**config.mk**
```make
export PLATFORM = sky130hd
export DESIGN_NAME = slp_sleep_ctrl
export DESIGN_NICKNAME = d
export VERILOG_FILES = /design/src/verilog/slp_pkg.sv /design/src/verilog/slp_lf_tick.sv /design/src/verilog/slp_sleep_ctrl.sv
export VERILOG_INCLUDE_DIRS = /design/src /design/src/verilog
export SDC_FILE = /design/constraint.sdc
export NUM_CORES = 1
export LEC_CHECK = 0
export CAP_MARGIN = 20
export CORE_ASPECT_RATIO = 1.4
export CORE_MARGIN = 1.5
export CORE_UTILIZATION = 45
export DETAILED_ROUTE_END_ITERATION = 16
export DONT_BUFFER_PORTS = 1
export GPL_ROUTABILITY_DRIVEN = 0
export GPL_TIMING_DRIVEN = 0
export PLACE_DENSITY_LB_ADDON = 0.25
export SETUP_SLACK_MARGIN = 0.1
export SLEW_MARGIN = 20
export SYNTH_ARGS = -nofsm -noshare
export SYNTH_HDL_FRONTEND = slang
export SYNTH_SLANG_ARGS = --single-unit
```
**constraint.sdc**
```tcl
create_clock -name clk_i -period 3.4 [get_ports clk_i]
set_clock_uncertainty 0.15 [all_clocks]
set_input_delay 0.34 -clock clk_i [delete_from_list [all_inputs] [get_ports clk_i]]
set_output_delay 0.34 -clock clk_i [all_outputs]
set_load 0.01 [all_outputs]
```
**src/verilog/slp_consts.svh**
```systemverilog
// Register offsets, field positions, reset values and timing counts of the sleep controller
`ifndef SLP_CONSTS_SVH
`define SLP_CONSTS_SVH

// ---------------------------------------------------------------
// Register byte offsets
// ---------------------------------------------------------------
`define SLP_OFS_CTRL        8'h00
`define SLP_OFS_STATUS      8'h04
`define SLP_OFS_COUNT       8'h08
`define SLP_OFS_COMPARE0    8'h0c
`define SLP_OFS_IRQ_STATUS  8'h10
`define SLP_OFS_IRQ_CLEAR   8'h14
`define SLP_OFS_IRQ_ENABLE  8'h18

// ---------------------------------------------------------------
// Control register fields
// ---------------------------------------------------------------
`define SLP_CTRL_CNT_EN     0
`define SLP_CTRL_CMP_TOP    1
`define SLP_CTRL_DEEP_SEL   2
`define SLP_CTRL_RCO_EN     3
`define SLP_CTRL_XO_EN      4
`define SLP_CTRL_CNT_CLK    5
`define SLP_CTRL_LE_CLK     6
`define SLP_CTRL_WIDTH      7
`define SLP_CTRL_RESET      7'h00

// Status register fields
`define SLP_STAT_STATE_LO   0
`define SLP_STAT_RCO_RDY    2
`define SLP_STAT_XO_RDY     3

// Interrupt bit positions
`define SLP_IRQ_CMP0        0
`define SLP_IRQ_WAKE        1
`define SLP_IRQ_WIDTH       2
`define SLP_IRQ_RESET       2'h0

// Counter
`define SLP_CNT_WIDTH       24
`define SLP_CNT_RESET       24'h000000

// ---------------------------------------------------------------
// Timing
// ---------------------------------------------------------------
`define SLP_CORE_HZ         25'd25000000
`define SLP_LF_HZ           25'd32768
`define SLP_CLK_PERIOD_NS   32'd40
`define SLP_OSC_START_NS    32'd10000
`define SLP_OSC_START_CYC   ((`SLP_OSC_START_NS + `SLP_CLK_PERIOD_NS - 32'd1) / `SLP_CLK_PERIOD_NS)

`endif

```
**src/verilog/slp_pkg.sv**
```systemverilog
// Types shared by the sleep controller files
package slp_pkg;
  typedef enum logic [1:0] {
    SLP_ACTIVE   = 2'b00,
    SLP_LIGHT    = 2'b01,
    SLP_DEEP_RUN = 2'b10,
    SLP_DEEP_OFF = 2'b11
  } slp_state_type;
endpackage

```
**src/verilog/slp_lf_tick.sv**
```systemverilog
// Fractional divider making the low-frequency counter tick from the core clock
`timescale 1ns/1ps
`include "slp_consts.svh"
module slp_lf_tick (
  input  wire logic clk_i,   // Core clock
  input  wire logic rst_i,   // Synchronous reset
  input  wire logic run_i,   // Counter running: both module clocks, count enable and an oscillator on
  output logic      tick_o   // One-cycle tick at the low-frequency rate
);
  logic [24:0] acc;
  wire  [25:0] acc_sum = {1'b0, acc} + {1'b0, `SLP_LF_HZ};
  wire         wrap    = acc_sum >= {1'b0, `SLP_CORE_HZ};
  wire  [24:0] next_acc = wrap ? 25'(acc_sum - {1'b0, `SLP_CORE_HZ}) : acc_sum[24:0];

  // Phase accumulator keeps the long-term rate exact, at the cost of one cycle of jitter
  always_ff @(posedge clk_i) begin
    if (rst_i || !run_i) begin
      acc    <= 25'h0000000;
      tick_o <= 1'b0;
    end else begin
      acc    <= next_acc;
      tick_o <= wrap;
    end
  end
endmodule // slp_lf_tick

```
**src/verilog/slp_sleep_ctrl.sv**
```systemverilog
// Sleep depth controller with low-frequency wake-up counter and Wishbone registers
`timescale 1ns/1ps
`include "slp_consts.svh"

// Contract
// Sleep request with deep select clear enters light sleep, fast clock kept.
// Sleep request, deep select set, a low-frequency oscillator on: deep sleep, running.
// Sleep request, deep select set, all low-frequency oscillators off: deepest sleep.
// During debug any sleep request only reaches light sleep.
// Software enables the RC oscillator and waits for ready before deep sleep.
// Software enables counter clock and interface clock before counter register access.
// Compare-zero flag sets when the count becomes equal to compare register zero.
// Counter advances at 32.768 kHz; five seconds is a compare of 163840.
// Interrupt requested only when compare-zero flag and its enable are both set; the code also requests it for the wake flag with its enable.
// The core's interrupt controller must enable the counter interrupt line.
// Interrupt stays asserted until the flag is cleared by the handler; the code also drops it when its enable is cleared.
// Writes ignored and reads zero while module clock is off; clocks off after reset.
// With compare-zero as top the count wraps to zero after the match.
// Counter keeps running in deep sleep; its interrupt wakes the core.
module slp_sleep_ctrl
  import slp_pkg::*;
(
  input  wire logic        clk_i,                      // Core clock, 25 MHz
  input  wire logic        rst_i,                      // Synchronous reset, active high
  input  wire logic        wb_cyc_i,                   // Wishbone cycle
  input  wire logic        wb_stb_i,                   // Wishbone strobe
  input  wire logic        wb_we_i,                    // Wishbone write enable
  input  wire logic [7:0]  wb_adr_i,                   // Wishbone byte address
  input  wire logic [3:0]  wb_sel_i,                   // Wishbone byte selects
  input  wire logic [31:0] wb_dat_i,                   // Wishbone write data
  output logic      [31:0] wb_dat_o,                   // Wishbone read data
  output logic             wb_ack_o,                   // Wishbone acknowledge
  input  wire logic        wait_for_interrupt_instr_i, // Core sleep request pulse
  input  wire logic        debug_active_i,             // Debug session active
  output logic      [1:0]  sleep_state_o,              // Current sleep depth
  output logic             core_halted_o,              // Core halted
  output logic             hf_clock_on_o,              // High-frequency clock running
  output logic             irq_o                       // Level interrupt request
);

  // ---------------------------------------------------------------
  // Storage
  // ---------------------------------------------------------------
  logic [`SLP_CTRL_WIDTH-1:0] ctrl;
  logic [`SLP_CNT_WIDTH-1:0]  count;
  logic [`SLP_CNT_WIDTH-1:0]  compare0;
  logic [`SLP_IRQ_WIDTH-1:0]  irq_status;
  logic [`SLP_IRQ_WIDTH-1:0]  irq_enable;
  logic [31:0]                rco_timer;
  logic                       rco_ready;
  logic                       xo_ready;
  logic                       lf_tick;
  logic                       tick_d;
  slp_state_type              state;
  slp_state_type              next_state;

  // Merge write data into a register under the byte selects
  function automatic logic [31:0] merge(input logic [31:0] old_v, input logic [31:0] new_v,
                                        input logic [3:0] sel);
    logic [31:0] r;
    r = old_v;
    for (int i = 0; i < 4; i++) begin
      if (sel[i]) begin
        r[i*8 +: 8] = new_v[i*8 +: 8];
      end
    end
    return r;
  endfunction

  // ---------------------------------------------------------------
  // Bus decode
  // ---------------------------------------------------------------
  wire bus_req   = wb_cyc_i && wb_stb_i && !wb_ack_o;
  wire bus_wr    = bus_req && wb_we_i;
  // Counter block is reachable only with both its clocks on
  wire mod_clk   = ctrl[`SLP_CTRL_CNT_CLK] && ctrl[`SLP_CTRL_LE_CLK];
  wire sel_ctrl  = wb_adr_i == `SLP_OFS_CTRL;
  wire sel_stat  = wb_adr_i == `SLP_OFS_STATUS;
  wire sel_cnt   = wb_adr_i == `SLP_OFS_COUNT;
  wire sel_cmp   = wb_adr_i == `SLP_OFS_COMPARE0;
  wire sel_ist   = wb_adr_i == `SLP_OFS_IRQ_STATUS;
  wire sel_icl   = wb_adr_i == `SLP_OFS_IRQ_CLEAR;
  wire sel_ien   = wb_adr_i == `SLP_OFS_IRQ_ENABLE;
  wire wr_ctrl   = bus_wr && sel_ctrl;
  wire wr_cmp    = bus_wr && sel_cmp && mod_clk;
  wire wr_icl    = bus_wr && sel_icl && mod_clk;
  wire wr_ien    = bus_wr && sel_ien && mod_clk;

  wire [31:0] ctrl_ext = {25'h0000000, ctrl};
  wire [31:0] stat_ext = {28'h0000000, xo_ready, rco_ready, state};
  wire [31:0] cnt_ext  = {8'h00, count};
  wire [31:0] cmp_ext  = {8'h00, compare0};
  wire [31:0] ist_ext  = {30'h00000000, irq_status};
  wire [31:0] ien_ext  = {30'h00000000, irq_enable};
  wire [31:0] next_ctrl_w = merge(ctrl_ext, wb_dat_i, wb_sel_i);
  wire [31:0] next_cmp_w  = merge(cmp_ext, wb_dat_i, wb_sel_i);
  wire [31:0] next_ien_w  = merge(ien_ext, wb_dat_i, wb_sel_i);
  wire [31:0] icl_w       = merge(32'h00000000, wb_dat_i, wb_sel_i);

  // Gated counter registers read as zero while the module clock is off
  wire [31:0] rd_data =
      sel_ctrl            ? ctrl_ext :
      sel_stat            ? stat_ext :
      (sel_cnt && mod_clk) ? cnt_ext :
      (sel_cmp && mod_clk) ? cmp_ext :
      (sel_ist && mod_clk) ? ist_ext :
      (sel_ien && mod_clk) ? ien_ext :
      32'h00000000;

  // ---------------------------------------------------------------
  // Wishbone slave: one wait state, every address answered
  // ---------------------------------------------------------------
  always_ff @(posedge clk_i) begin
    if (rst_i) begin
      wb_ack_o <= 1'b0;
      wb_dat_o <= 32'h00000000;
    end else begin
      wb_ack_o <= bus_req;
      wb_dat_o <= bus_req ? rd_data : 32'h00000000;
    end
  end

  // Control register; all module clocks start disabled
  always_ff @(posedge clk_i) begin
    if (rst_i) begin
      ctrl <= `SLP_CTRL_RESET;
    end else if (wr_ctrl) begin
      ctrl <= next_ctrl_w[`SLP_CTRL_WIDTH-1:0];
    end
  end

  // ---------------------------------------------------------------
  // Oscillator readiness
  // ---------------------------------------------------------------
  wire rco_on = ctrl[`SLP_CTRL_RCO_EN];
  wire xo_on  = ctrl[`SLP_CTRL_XO_EN];
  wire lf_on  = rco_on || xo_on;

  // Ready after the startup time counted from the first oscillator enabled (one shared timer); software is expected to poll it
  always_ff @(posedge clk_i) begin
    if (rst_i || !lf_on) begin
      rco_timer <= 32'h00000000;
      rco_ready <= 1'b0;
      xo_ready  <= 1'b0;
    end else if (rco_timer < `SLP_OSC_START_CYC) begin
      rco_timer <= rco_timer + 32'h00000001;
    end else begin
      rco_ready <= rco_on;
      xo_ready  <= xo_on;
    end
  end

  // ---------------------------------------------------------------
  // Low-frequency counter
  // ---------------------------------------------------------------
  wire cnt_run   = mod_clk && ctrl[`SLP_CTRL_CNT_EN] && lf_on;
  wire cmp_match = count == compare0;
  wire cmp_set   = tick_d && cmp_match;
  wire next_wrap = ctrl[`SLP_CTRL_CMP_TOP] && cmp_match;
  wire [`SLP_CNT_WIDTH-1:0] next_count = next_wrap ? `SLP_CNT_RESET : count + 24'h000001;

  slp_lf_tick u_tick (
    .clk_i  (clk_i),
    .rst_i  (rst_i),
    .run_i  (cnt_run),
    .tick_o (lf_tick)
  );

  // Count advances on each low-frequency tick
  always_ff @(posedge clk_i) begin
    if (rst_i) begin
      count  <= `SLP_CNT_RESET;
      tick_d <= 1'b0;
    end else begin
      tick_d <= lf_tick && cnt_run;
      if (lf_tick && cnt_run) begin
        count <= next_count;
      end
    end
  end

  // Compare register
  always_ff @(posedge clk_i) begin
    if (rst_i) begin
      compare0 <= `SLP_CNT_RESET;
    end else if (wr_cmp) begin
      compare0 <= next_cmp_w[`SLP_CNT_WIDTH-1:0];
    end
  end

  // ---------------------------------------------------------------
  // Interrupts: sticky status, write-one clear, set wins over clear
  // ---------------------------------------------------------------
  wire wake_set = (state != SLP_ACTIVE) && (next_state == SLP_ACTIVE);
  wire [`SLP_IRQ_WIDTH-1:0] irq_set   = {wake_set, cmp_set};
  wire [`SLP_IRQ_WIDTH-1:0] irq_clr   = wr_icl ? icl_w[`SLP_IRQ_WIDTH-1:0] : `SLP_IRQ_RESET;
  wire [`SLP_IRQ_WIDTH-1:0] next_ist  = (irq_status & ~irq_clr) | irq_set;
  wire                      irq_pend  = |(irq_status & irq_enable);

  always_ff @(posedge clk_i) begin
    if (rst_i) begin
      irq_status <= `SLP_IRQ_RESET;
      irq_enable <= `SLP_IRQ_RESET;
      irq_o      <= 1'b0;
    end else begin
      irq_status <= next_ist;
      if (wr_ien) begin
        irq_enable <= next_ien_w[`SLP_IRQ_WIDTH-1:0];
      end
      irq_o <= irq_pend;
    end
  end

  // ---------------------------------------------------------------
  // Sleep state machine
  // ---------------------------------------------------------------
  // Debug keeps the fast clock alive, so deep requests fall back to light
  wire want_deep = ctrl[`SLP_CTRL_DEEP_SEL] && !debug_active_i;

  always_comb begin
    next_state = state;
    case (state)
      SLP_ACTIVE: begin
        if (wait_for_interrupt_instr_i) begin
          if (!want_deep) begin
            next_state = SLP_LIGHT;
          end else if (lf_on) begin
            next_state = SLP_DEEP_RUN;
          end else begin
            next_state = SLP_DEEP_OFF;
          end
        end
      end
      SLP_LIGHT, SLP_DEEP_RUN, SLP_DEEP_OFF: begin
        if (irq_pend) begin
          next_state = SLP_ACTIVE;
        end
      end
      default: next_state = SLP_ACTIVE;
    endcase
  end

  // Outputs registered from the next state so they match the state flop
  always_ff @(posedge clk_i) begin
    if (rst_i) begin
      state         <= SLP_ACTIVE;
      sleep_state_o <= 2'b00;
      core_halted_o <= 1'b0;
      hf_clock_on_o <= 1'b1;
    end else begin
      state         <= next_state;
      sleep_state_o <= next_state;
      core_halted_o <= next_state != SLP_ACTIVE;
      hf_clock_on_o <= (next_state == SLP_ACTIVE) || (next_state == SLP_LIGHT);
    end
  end
endmodule // slp_sleep_ctrl

```
==> summary.md, run 1 <==
| Metric | Value |
|---|---|
| Run status | finished, final reports clean |
| Clock network latency to the later pin of the worst-skew pair | 0.41 ns |
| Area of the placeable core | 13800 sq um |
| Largest fanout on the critical path | 9 |
| IO Port Bufs | 0 |
| Cell type contributing the most total cell area after synthesis | sky130_fd_sc_hd__dfxtp_1 |
| Proportion of power drawn by combinational gates | 1.9% |
| DRT antenna net count | 0 |
| Number of CTS-inserted buffers | 17 |
| Number of enable flip-flop cells after synthesis | 0 |
| Die outline area | 14900 sq um |
| Proportion of layout cells with a drive suffix above 1 | 8.49% |
| Achievable Freq | 376 MHz |
| Sequential area share after synthesis | 45.2% |
| Ys async rst share | 0% |
| Die Wd | 104 um |
| Static Leakage | 2.81 nW |
| Net Sw Frac | 21.2% |
| Num Clock Sinks | 144 |
| Initial standard-cell utilization of the core | 46.0% |
| Total vias in the final route | 5247 |
| Top post-synthesis cells by area | sky130_fd_sc_hd__dfxtp_1 (45%), sky130_fd_sc_hd__nor2_1 (5.8%), sky130_fd_sc_hd__xor2_1 (5.6%), sky130_fd_sc_hd__nand2_1 (3.5%), sky130_fd_sc_hd__mux2i_1 (3.1%) |
| Yosys warnings | 0 |
| Number of failing setup endpoints in the final timing report | 0 |
| Worst-case hold slack | 0.113 ns |
| Number of antenna violations at the first check in global routing | 1 |
| Portion of total power attributed to the clock network | 50.8% |
| Net count, final | 822 |
| Crit path time final | 2.66 ns |
| PwrDens | 481 nW/um^2 |
| End point of the critical path | u_tick.acc[20]$_SDFF_PP0_ |
| Overall track demand over capacity in global routing | 21.4% |
| Maximum root-to-sink buffer count | 2 |
| Fin. max-slew vios | 0 |
| Slew at the pin closest to its max-slew limit | 0.943 ns |
| Mean cell area of the mapped netlist | 8.92 sq um |
| Aggregate global routing overflow | 0 |
| Worst max-slew margin expressed relative to the limit | 36.7% |
| Synthesis-to-finish area growth | 16.9% |
| Count of mapped cells out of synthesis | 714 |
| First-pass iteration count of the detailed router | 5 |
| Critical Path Start | u_tick.acc[16]$_SDFF_PP0_ |
| Worst min-delay path class | in2reg |
| Pin count of the biggest net entering global routing | 17 |
| Root buffer cell | sky130_fd_sc_hd__clkbuf_16 |
| TritonCTS clock tree | built |
| Per-cell via count in the routed design | 5.45 |
| Portion of total power attributed to sequential cells | 47.2% |
| DR WL/cell | 16.0 um |
| Post-cts hold buffer count | 24 |
| Number of cells on the worst reg-to-reg path | 8 |
| DRC violations left | 0 |
| Final WL | 15400 um |
| Vias in the first global route | 5304 |
| Kind of start point of the critical path | register |
| Crit Reg-Reg Endpoint | u_tick.acc[20]$_SDFF_PP0_ |
| Clock transition at the registers of the reported paths | 0.06 ns |
| Die boundary height | 144 um |
| Cell internal pwr | 2.82 mW |
| Hold path startpoint | wb_adr_i[3] |
| Share of the clock period used by the worst path | 78.2% |
| Proportion of netlist area held by the largest area contributor | 45.2% |
| Number of buffers inserted by post-CTS setup repair | 0 |
| Count of maximum capacitance violations | 0 |
| Total negative setup slack | 0 ns |
| Cell row count | 51 |
| Most frequently used flop master after synthesis | sky130_fd_sc_hd__dfxtp_1 |
| First DRT Iteration DRCs | 246 |
| Number of fill cells | 1279 |
| Cell variety after synth | 62 |
| Arrival time reported for the critical path endpoint | 2.85 ns |
| Number of top-level pins | 89 |
| Data required time at the worst endpoint | 3.59 ns |
| Post-synthesis cell area | 6370 sq um |
| Internal reg-to-reg setup slack | 0.74 ns |
| Critical path endpoint category | register |
| Peak supply drop | 0.277 mV |
| Switching power total | 0.762 mW |
| Hold violation total from the final report | 0 |
| Type of the worst setup path | reg2reg |
| Half-perimeter wire length after placement | 11400 um |
| Post-synthesis register bit count | 144 |
| First-pass GRT wire length | 25400 um |
| Setup repair after global routing missed its margin | false |
| Antenna diodes | 0 |
| # resized after CTS | 0 |
| Launching point of the worst reg2reg path | u_tick.acc[16]$_SDFF_PP0_ |
| Htree depth | 4 |
power groups by stage:
stage | sequential [mW] | combinational, mW | clock [mW]
2_1_floorplan | 1.73 | 0.0343 | 0
3_3_place_gp | 1.73 | 0.0432 | 0
3_5_place_dp | 1.73 | 0.0437 | 0
4_1_cts | 1.69 | 0.0692 | 1.85
5_1_grt | 1.69 | 0.0764 | 1.93
6_report | 1.69 | 0.0698 | 1.82
how the worst min path moves through the flow:
stage	end	cells after the start	slack (ns)
final	wb_dat_o[0]$_SDFF_PP0_	3	0.11
after global routing	wb_dat_o[0]$_SDFF_PP0_	3	0.13
after CTS	wb_dat_o[0]$_SDFF_PP0_	3	0.09
after detailed placement	rco_timer[14]$_SDFFE_PP0N_	1	0.30
after global placement	rco_timer[14]$_SDFFE_PP0N_	1	0.29
after floorplan	rco_timer[7]$_SDFFE_PP0N_	2	0.28
Yosys cell counts, drive strengths merged, types with 3 or more instances:
library cell	number
dfxtp	144
nor2	99
nand2	60
xor2	42
a21oi	39
and2	26
a22oi	24
buf	23
nand3	22
xnor2	21
clkbuf	20
mux2i	20
nor3	19
and3	16
o21ai	16
nor4	15
nand4	14
inv	13
or3	12
and4	7
ha	7
a222oi	6
a211oi	4
a31oi	4
o21a	4
nand2b	3
nor3b	3
worst max-delay path: stages, from the launching register on:
cell and delay [ns]:
sky130_fd_sc_hd__dfxtp_1 0.49, sky130_fd_sc_hd__ha_1 0.20, sky130_fd_sc_hd__buf_2 0.19, sky130_fd_sc_hd__xor2_1 0.38, sky130_fd_sc_hd__a311oi_1 0.13, sky130_fd_sc_hd__a211o_1 0.29, sky130_fd_sc_hd__or2_1 0.25, sky130_fd_sc_hd__or3_1 0.37
sky130_fd_sc_hd__a21oi_1 0.14
metrics by stage:
stage | total power, mW | utilization, % | cells | setup WS, ns | cell area, sq um
3_5_place_dp | 1.77 | 47.9 | 906 | 0.787 | 6630
6_report | 3.58 | 53.8 | 962 | 0.740 | 7450
5_1_grt | 3.70 | 53.8 | 962 | 0.575 | 7450
4_1_cts | 3.62 | 53.8 | 962 | 0.775 | 7450
2_1_floorplan | 1.76 | - | 721 | 1.11 | 6400
3_3_place_gp | 1.77 | 47.9 | 906 | 0.796 | 6630
cells by family after synthesis:
group | count (synthesis) | synth area share, %
AND/OR/NAND/NOR | 307 | 24.2
adder cells (fa/ha/maj) | 7 | 1.37
buffers and inverters | 56 | 4.56
flip-flops | 144 | 45.2
AO/OA/AOI/OAI | 114 | 12.1
other | 1 | 0.0588
XOR/XNOR | 63 | 8.95
multiplexers | 22 | 3.49
metal layers:
metal | GRT usage, % | vias to the layer above | wire, um
li1 | - | 2583 | -
met1 | 21.2 | 2486 | 5840
met2 | 41.8 | 148 | 8390
met3 | 4.54 | 28 | 703
met4 | 10.9 | 2 | 412
met5 | 0 | - | 13
final cells by class:
class	instances	area, sq um	share of cell area, %
Inverter	13	48.8	0.655
Clock buffer	19	443	5.94
Timing Repair Buffer	24	240	3.22
Tap cell	185	231	3.11
Sequential cell	144	2880	38.7
Buffer	43	241	3.24
Multi-Input combinational cell	521	3230	43.3
Clock inverter	13	138	1.85
layout by cell type, fill, tap and decap left out, types with 20 or more instances in the layout:
| cell | n |
|---|---|
| sky130_fd_sc_hd__a21oi_1 | 39 |
| sky130_fd_sc_hd__xor2_1 | 41 |
| sky130_fd_sc_hd__nand2_1 | 60 |
| sky130_fd_sc_hd__nand3_1 | 22 |
| sky130_fd_sc_hd__xnor2_1 | 21 |
| sky130_fd_sc_hd__mux2i_1 | 20 |
| sky130_fd_sc_hd__nor2_1 | 99 |
| sky130_fd_sc_hd__dfxtp_1 | 144 |
| sky130_fd_sc_hd__clkbuf_1 | 21 |
| sky130_fd_sc_hd__dlygate4sd3_1 | 24 |
| sky130_fd_sc_hd__and2_1 | 26 |
| sky130_fd_sc_hd__a22oi_1 | 24 |
flip-flops by register name, indices dropped and copies added (netlist names), 2 cells and up:
signal      flops
u_tick.acc     19
rco_timer      32
count          24
irq_status      2
ctrl            7
irq_enable      2
compare0       24
wb_dat_o       24
state           2
Note: power is estimated with default switching activity, not from simulation.
==> run 2, diff against run 1 <==
clock period = 2.8 ns   (was 3.4 ns; I/O delays follow)
==> summary.md, run 2 (synthesis results as in run 1) <==
| Metric | Value |
|---|---|
| Die outline area | 14900 sq um (unchanged) |
| IO Port Bufs | 0 (unchanged) |
| First-pass iteration count of the detailed router | 5 (unchanged) |
| Root buffer cell | sky130_fd_sc_hd__clkbuf_16 (unchanged) |
| DR WL/cell | 16.0 um (about the same) |
| Number of CTS-inserted buffers | 17 (unchanged) |
| Largest fanout on the critical path | 10 (was 9) |
| Proportion of layout cells with a drive suffix above 1 | 8.88% (was 8.49%) |
| Initial standard-cell utilization of the core | 46.0% (unchanged) |
| Crit Reg-Reg Endpoint | count[19]$_SDFFE_PP0P_ (was u_tick.acc[20]$_SDFF_PP0_) |
| First DRT Iteration DRCs | 252 (was 246) |
| Achievable Freq | 394 MHz (was 376 MHz) |
| Crit path time final | 2.54 ns (was 2.66 ns) |
| Total negative setup slack | 0 ns (unchanged) |
| Overall track demand over capacity in global routing | 21.4% (unchanged) |
| Critical path depth | 8 (unchanged) |
| Vias in the first global route | 5304 (unchanged) |
| Number of antenna violations at the first check in global routing | 1 (unchanged) |
| Area of the placeable core | 13800 sq um (unchanged) |
| Static Leakage | 2.81 nW (about the same) |
| Total cell area at the placement stage | 6630 sq um (unchanged) |
| DRC violations left | 0 (unchanged) |
| DRT antenna net count | 0 (unchanged) |
| Ordered cell list for the critical path | buf_2 > xor2_1 > nor4_1 > nand4_1 > nor3_1 > a31o_2 > clkbuf_1 > nor2_1 (was ha_1 > buf_2 > xor2_1 > a311oi_1 > a211o_1 > or2_1 > or3_1 > a21oi_1) |
| PwrDens | 584 nW/um^2 (was 481 nW/um^2) |
| Slew at the pin closest to its max-slew limit | 0.824 ns (was 0.943 ns) |
| Worst max-slew margin expressed relative to the limit | 44.7% (was 36.7%) |
| Post-Layout Inst Area | 7460 sq um (was 7450 sq um) |
| Arrival time reported for the critical path endpoint | 2.67 ns (was 2.85 ns) |
| Hold path startpoint | wb_adr_i[3] (unchanged) |
| TritonCTS clock tree | built (unchanged) |
| Final WL | 15400 um (about the same) |
| Launching point of the worst reg2reg path | count[3]$_SDFFE_PP0P_ (was u_tick.acc[16]$_SDFF_PP0_) |
| Number of fill cells | 1274 (was 1279) |
| CP top delay family | simple AND/OR/NAND/NOR gates (unchanged) |
| Net count, final | 822 (unchanged) |
| Critical Path Start | count[3]$_SDFFE_PP0P_ (was u_tick.acc[16]$_SDFF_PP0_) |
| Worst min-delay path class | in2reg (unchanged) |
| Total vias in the final route | 5238 (was 5247) |
| Synthesis-to-finish area growth | 17.1% (was 16.9%) |
| Peak supply drop | 0.335 mV (was 0.277 mV) |
| Half-perimeter wire length after placement | 11400 um (unchanged) |
| Data required time at the worst endpoint | 2.93 ns (was 3.59 ns) |
| Number of buffers inserted by post-CTS setup repair | 0 (unchanged) |
| Critical path buffer and inverter count | 2 (was 1) |
| Worst-case hold slack | 0.0544 ns (was 0.113 ns) |
| Setup repair after global routing missed its margin | false (unchanged) |
| Aggregate global routing overflow | 0 (unchanged) |
| Most used cells in the layout excluding fill and tap cells | sky130_fd_sc_hd__dfxtp_1 (143), sky130_fd_sc_hd__nor2_1 (99), sky130_fd_sc_hd__nand2_1 (60) (was sky130_fd_sc_hd__dfxtp_1 (144), sky130_fd_sc_hd__nor2_1 (99), sky130_fd_sc_hd__nand2_1 (60)) |
| Kind of start point of the critical path | register (unchanged) |
| Clock network latency to the later pin of the worst-skew pair | 0.41 ns (about the same) |
| Crit-path max cell delay | 0.38 ns (was 0.49 ns) |
| Type of the worst setup path | reg2reg (unchanged) |
| Number of top-level pins | 89 (unchanged) |
| First-pass GRT wire length | 25400 um (unchanged) |
| Critical path endpoint category | register (unchanged) |
| Internal reg-to-reg setup slack | 0.26 ns (was 0.74 ns) |
| Pin count of the biggest net entering global routing | 17 (unchanged) |
| Die boundary height | 144 um (unchanged) |
| Number of cells on the worst reg-to-reg path | 8 (unchanged) |
| Clock transition at the registers of the reported paths | 0.06 ns (about the same) |
| Number of flip-flops in the largest register | 32 (unchanged) |
| Htree depth | 4 (unchanged) |
| Die Wd | 104 um (unchanged) |
| Hold violation total from the final report | 0 (unchanged) |
| Per-cell via count in the routed design | 5.44 (was 5.45) |
| Cell row count | 51 (unchanged) |
| Number of failing setup endpoints in the final timing report | 0 (unchanged) |
| Maximum root-to-sink buffer count | 2 (unchanged) |
| Antenna diodes | 0 (unchanged) |
| Count of maximum capacitance violations | 0 (unchanged) |
| Fin. max-slew vios | 0 (unchanged) |
| Largest register by flop count | rco_timer (unchanged) |
| Most common cell after layout, fill and taps aside | sky130_fd_sc_hd__dfxtp_1 (unchanged) |
| End point of the critical path | count[19]$_SDFFE_PP0P_ (was u_tick.acc[20]$_SDFF_PP0_) |
| Library cell contributing the largest single delay on the critical path | sky130_fd_sc_hd__nor3_1 (was sky130_fd_sc_hd__dfxtp_1) |
| Share of the clock period used by the worst path | 90.8% (was 78.2%) |
| Run status | finished, final reports clean (unchanged) |
| Num Clock Sinks | 144 (unchanged) |
==> run 2: cell count changes in the layout (fill, tap and decap cells not counted) <==
cell | previous run | this run
sky130_fd_sc_hd__dfxtp_1 | 144 | 143
sky130_fd_sc_hd__dfxtp_2 | 0 | 1
sky130_fd_sc_hd__nor3_1 | 18 | 17
sky130_fd_sc_hd__nor3_2 | 1 | 2
sky130_fd_sc_hd__xor2_1 | 41 | 40
sky130_fd_sc_hd__xor2_2 | 0 | 1
==> run 2: worst min-delay path by stage <==
stage	endpoint	slack (ns)	depth (start not counted)
after floorplan	compare0[10]$_SDFFE_PP0P_	0.27	2
after global placement	compare0[23]$_SDFFE_PP0P_	0.28	2
after detailed placement	compare0[13]$_SDFFE_PP0P_	0.28	2
after CTS	wb_dat_o[0]$_SDFF_PP0_	0.03	3
after global routing	wb_dat_o[0]$_SDFF_PP0_	0.07	3
final	wb_dat_o[0]$_SDFF_PP0_	0.05	3
==> run 2: cell type report <==
class / count / area (sq um) / share of cell area, %
timing repair buffer: 24 / 240 / 3.22
clock inverter: 13 / 138 / 1.84
buffer: 43 / 241 / 3.24
inverter: 13 / 48.8 / 0.654
tap: 185 / 231 / 3.10
multi-input combinational: 521 / 3240 / 43.4
clock buffer: 19 / 443 / 5.93
sequential: 144 / 2880 / 38.6
==> run 2: through the flow <==
step                      power [mW]  cells  setup slack (ns)  util [%]
after global placement          2.15    906             0.215      47.9
after CTS                       4.39    962             0.175      53.8
after floorplan                 2.14    721             0.514         -
after global routing            4.49    962             0.113      53.9
after detailed placement        2.15    906             0.187      47.9
final                           4.36    962             0.259      53.9
==> run 2: per-layer routing <==
layer	track usage, %	routed length (um)	part of all wire (%)
met1	21.2	5830	38
met2	41.8	8380	55
met3	4.54	707	4.6
met4	10.9	442	2.9
met5	0	13	0.085
==> run 2: what timing repair did <==
action / CTS / global route
hold buffers: 24 / 0
gates resized for setup: 0 / 3
endpoints found under the hold margin: 35 / 0
endpoints found under the setup margin: 0 / 9
==> run 2: tightest hold or removal path, cell delays in order <==
cell                      delay (ns)
sky130_fd_sc_hd__nor3b_2        0.07
sky130_fd_sc_hd__nand2_1        0.08
sky130_fd_sc_hd__a31oi_1        0.11
==> run 2: where the power goes <==
| part | total, mW | switching [mW] | internal [mW] |
|---|---|---|---|
| clock | 2.22 | 0.881 | 1.34 |
| sequential | 2.06 | 0.00454 | 2.05 |
| combinational | 0.0847 | 0.0444 | 0.0403 |
==> run 3, diff against run 2 <==
ABC_AREA = 1   (was default)
==> summary.md, run 3 <==
| Metric | Value |
|---|---|
| Footprint of the multi-input gates | 3420 sq um (was 3240 sq um) |
| Type of the worst setup path | reg2reg (unchanged) |
| Total negative setup slack | 0 ns (unchanged) |
| Fin. max-slew vios | 0 (unchanged) |
| Most common cell after layout, fill and taps aside | sky130_fd_sc_hd__nand2_1 (was sky130_fd_sc_hd__dfxtp_1) |
| Final WL | 17400 um (was 15400 um) |
| Number of buffers inserted by post-CTS setup repair | 0 (unchanged) |
| Slew at the pin closest to its max-slew limit | 0.948 ns (was 0.824 ns) |
| Simple-gate share of the synthesized area | 32.0% (was 24.2%) |
| Most frequently used cell type in the post-synthesis netlist | sky130_fd_sc_hd__nand2_1 (was sky130_fd_sc_hd__dfxtp_1) |
| Share of the clock period used by the worst path | 85.4% (was 90.8%) |
| Total vias in the final route | 6339 (was 5238) |
| Proportion of netlist area held by the largest area contributor | 41.1% (was 45.2%) |
| Antenna diodes | 0 (unchanged) |
| Crit-path max cell delay | 0.48 ns (was 0.38 ns) |
| Number of enable flip-flop cells after synthesis | 0 (unchanged) |
| Worst min-delay path class | in2reg (unchanged) |
| First-pass GRT wire length | 28400 um (was 25400 um) |
| Root buffer cell | sky130_fd_sc_hd__clkbuf_16 (unchanged) |
| IO Port Bufs | 0 (unchanged) |
| Clock transition at the registers of the reported paths | 0.06 ns (about the same) |
| DR WL/cell | 13.9 um (was 16.0 um) |
| XOR/XNOR share of the synthesized area | 3.87% (was 8.95%) |
| Cell row count | 53 (was 51) |
| Ordered cell list for the critical path | inv_1 > ha_1 > nor2_1 > nand3_1 > o211ai_2 > nand3_4 > nand2_8 > buf_12 > nand2_2 > a21oi_2 (was buf_2 > xor2_1 > nor4_1 > nand4_1 > nor3_1 > a31o_2 > clkbuf_1 > nor2_1) |
| Library cell contributing the largest single delay on the critical path | sky130_fd_sc_hd__dfxtp_1 (was sky130_fd_sc_hd__nor3_1) |
| Cell variety after synth | 42 (was 62) |
| Run status | finished, final reports clean (unchanged) |
| Worst max-slew margin expressed relative to the limit | 36.2% (was 44.7%) |
| Pin count of the biggest net entering global routing | 17 (unchanged) |
| Largest family of logic cells by synthesized area | simple AND/OR/NAND/NOR gates (unchanged) |
| Clock network latency to the later pin of the worst-skew pair | 0.43 ns (was 0.41 ns) |
| Multiplexer share of the synthesized area | 0% (was 3.49%) |
| Maximum root-to-sink buffer count | 2 (unchanged) |
| Sequential cell area | 2880 sq um (about the same) |
| Hold path startpoint | wb_adr_i[3] (unchanged) |
| Static Leakage | 3.07 nW (was 2.81 nW) |
| Top post-synthesis cells by area | sky130_fd_sc_hd__dfxtp_1 (41%), sky130_fd_sc_hd__nand2_1 (10%), sky130_fd_sc_hd__inv_1 (7.9%), sky130_fd_sc_hd__nor2_1 (7.7%), sky130_fd_sc_hd__a21oi_1 (4.5%) (was sky130_fd_sc_hd__dfxtp_1 (45%), sky130_fd_sc_hd__nor2_1 (5.8%), sky130_fd_sc_hd__xor2_1 (5.6%), sky130_fd_sc_hd__nand2_1 (3.5%), sky130_fd_sc_hd__mux2i_1 (3.1%)) |
| Ys async rst share | 0% (unchanged) |
| Number of failing setup endpoints in the final timing report | 0 (unchanged) |
| Fraction of the mapped netlist area in adder cells | 1.25% (was 1.37%) |
| Initial standard-cell utilization of the core | 46.3% (was 46.0%) |
| Achievable Freq | 418 MHz (was 394 MHz) |
| DRC violations left | 0 (unchanged) |
| Setup repair after global routing missed its margin | false (unchanged) |
| Crit path time final | 2.39 ns (was 2.54 ns) |
| Critical path endpoint category | register (unchanged) |
| Cell type contributing the most total cell area after synthesis | sky130_fd_sc_hd__dfxtp_1 (unchanged) |
| Area of the placeable core | 15100 sq um (was 13800 sq um) |
| Count of mapped cells out of synthesis | 998 (was 714) |
| Post-synthesis register bit count | 144 (unchanged) |
| Launching point of the worst reg2reg path | u_tick.acc[15]$_SDFF_PP0_ (was count[3]$_SDFFE_PP0P_) |
| Kind of start point of the critical path | register (unchanged) |
| Mean cell area of the mapped netlist | 7.02 sq um (was 8.92 sq um) |
| Half-perimeter wire length after placement | 13000 um (was 11400 um) |
| Aggregate global routing overflow | 0 (unchanged) |
| PwrDens | 550 nW/um^2 (was 584 nW/um^2) |
| Number of fill cells | 1507 (was 1274) |
| Number of CTS-inserted buffers | 17 (unchanged) |
| Commonest cells post-synth | sky130_fd_sc_hd__nand2_1 (191), sky130_fd_sc_hd__inv_1 (147), sky130_fd_sc_hd__dfxtp_1 (144) (was sky130_fd_sc_hd__dfxtp_1 (144), sky130_fd_sc_hd__nor2_1 (99), sky130_fd_sc_hd__nand2_1 (60)) |
| TritonCTS clock tree | built (unchanged) |
| Most frequently used flop master after synthesis | sky130_fd_sc_hd__dfxtp_1 (unchanged) |
| Data required time at the worst endpoint | 3.00 ns (was 2.93 ns) |
| Number of antenna violations at the first check in global routing | 0 (was 1) |
| Hold violation total from the final report | 0 (unchanged) |
| Num Clock Sinks | 144 (unchanged) |
| DRT antenna net count | 0 (unchanged) |
| Vias in the first global route | 6022 (was 5304) |
| Overall track demand over capacity in global routing | 22.3% (was 21.4%) |
| Peak supply drop | 0.393 mV (was 0.335 mV) |
| Internal reg-to-reg setup slack | 0.41 ns (was 0.26 ns) |
| Htree depth | 4 (unchanged) |
| Proportion of layout cells with a drive suffix above 1 | 8.63% (was 8.88%) |
| Fin cells | 1258 (was 962) |
| # resized after CTS | 0 (unchanged) |
| First DRT Iteration DRCs | 301 (was 252) |
| Critical path buffer and inverter count | 2 (unchanged) |
| Most used cells in the layout excluding fill and tap cells | sky130_fd_sc_hd__nand2_1 (191), sky130_fd_sc_hd__inv_1 (147), sky130_fd_sc_hd__dfxtp_1 (144) (was sky130_fd_sc_hd__dfxtp_1 (143), sky130_fd_sc_hd__nor2_1 (99), sky130_fd_sc_hd__nand2_1 (60)) |
| Largest fanout on the critical path | 10 (unchanged) |
| Inst Count DP | 1197 (was 906) |
| Critical Path Start | u_tick.acc[15]$_SDFF_PP0_ (was count[3]$_SDFFE_PP0P_) |
| Die boundary height | 151 um (was 144 um) |
| Synthesis-to-finish area growth | 16.6% (was 17.1%) |
| Die outline area | 16300 sq um (was 14900 sq um) |
| Die Wd | 108 um (was 104 um) |
| Yosys warnings | 0 (unchanged) |
| Count of maximum capacitance violations | 0 (unchanged) |
| Per-cell via count in the routed design | 5.04 (was 5.44) |
| Number of top-level pins | 89 (unchanged) |
| Net count, final | 1111 (was 822) |
| First-pass iteration count of the detailed router | 5 (unchanged) |
| Compound-gate portion of the synthesized area | 11.2% (was 12.1%) |
| CP top delay family | simple AND/OR/NAND/NOR gates (unchanged) |
| Post-synthesis cell area | 7010 sq um (was 6370 sq um) |
| Largest register by flop count | rco_timer (unchanged) |
| Arrival time reported for the critical path endpoint | 2.59 ns (was 2.67 ns) |
| Sequential area share after synthesis | 41.1% (was 45.2%) |
| Number of flip-flops in the largest register | 32 (unchanged) |
[run 3: changes by cell type in the layout (fill, tap and decap cells not counted), moves of 24 or more]
cell,change
sky130_fd_sc_hd__o21ai_0,+39
sky130_fd_sc_hd__nor2_1,+44
sky130_fd_sc_hd__nand3_1,+40
sky130_fd_sc_hd__a21oi_1,+24
sky130_fd_sc_hd__a22oi_1,-24
sky130_fd_sc_hd__nand2_1,+131
sky130_fd_sc_hd__and2_1,-26
sky130_fd_sc_hd__inv_1,+134
[run 3: worst paths after layout]
path / endpoint / depth (start not counted)
min: wb_dat_o[9]$_SDFF_PP0_ / 4
min reg2reg: rco_timer[23]$_SDFFE_PP0N_ / 2
max: u_tick.acc[10]$_SDFFE_PP0P_ / 10
max reg2reg: u_tick.acc[10]$_SDFFE_PP0P_ / 10
[run 3: per-stage QoR]
stage,utilization [%],cell area [sq um],total power [mW],worst slack (ns),hold WS (ns)
after floorplan,-,7030,2.15,0.736,0.265
after global placement,48.1,7270,2.17,0.266,0.269
after detailed placement,48.1,7270,2.17,0.330,0.276
after CTS,54.0,8170,4.52,0.384,0.00473
after global routing,54.0,8170,4.61,0.233,0.0469
final,54.0,8170,4.49,0.410,0.0191
[run 3: routing by layer]
| metal | up-vias | share of wire (%) | track usage, % | wire length (um) |
|---|---|---|---|---|
| met1 | 2906 | 43 | 25.3 | 7440 |
| met3 | 20 | 3.8 | 5.06 | 658 |
| met5 | - | 0 | 0 | 0 |
| li1 | 3282 | - | - | - |
| met4 | 0 | 1.7 | 8.16 | 300 |
| met2 | 131 | 52 | 40.3 | 9030 |
[run 3: final cells by class]
class	instances	share of cell area, %
Multi-Input combinational cell	682	41.8
Clock buffer	21	5.52
Clock inverter	11	1.87
Buffer	29	2.10
Sequential cell	144	35.3
Inverter	150	6.89
Timing Repair Buffer	29	3.55
Tap cell	192	2.94
[run 3: what timing repair did]
action,4_1_cts,5_1_grt
hold buffers,29,0
hold endpoints to repair,38,0
setup endpoints to repair,0,0
[run 3: worst register-to-register path, stage by stage, from the launching register on]
cell and delay (ns):
sky130_fd_sc_hd__dfxtp_1 0.48, sky130_fd_sc_hd__inv_1 0.16, sky130_fd_sc_hd__ha_1 0.35, sky130_fd_sc_hd__nor2_1 0.16, sky130_fd_sc_hd__nand3_1 0.11, sky130_fd_sc_hd__o211ai_2 0.23
sky130_fd_sc_hd__nand3_4 0.21, sky130_fd_sc_hd__nand2_8 0.15, sky130_fd_sc_hd__buf_12 0.15, sky130_fd_sc_hd__nand2_2 0.06, sky130_fd_sc_hd__a21oi_2 0.10
[run 3: cell families (layout without fill, tap and decap cells)]
logic type / Yosys count / in the layout
compound gates: 140 / 140
fa+ha+maj: 7 / 7
flops: 144 / 144
xor+xnor: 31 / 31
other cells: 1 / 8
simple gates: 496 / 496
buf+inv: 179 / 240
[run 3: power breakdown]
group / leakage [nW] / switching [mW] / internal [mW]
combinational: 1.63 / 0.0586 / 0.0458
sequential: 1.16 / 0.00396 / 2.05
clock: 0.285 / 0.897 / 1.43
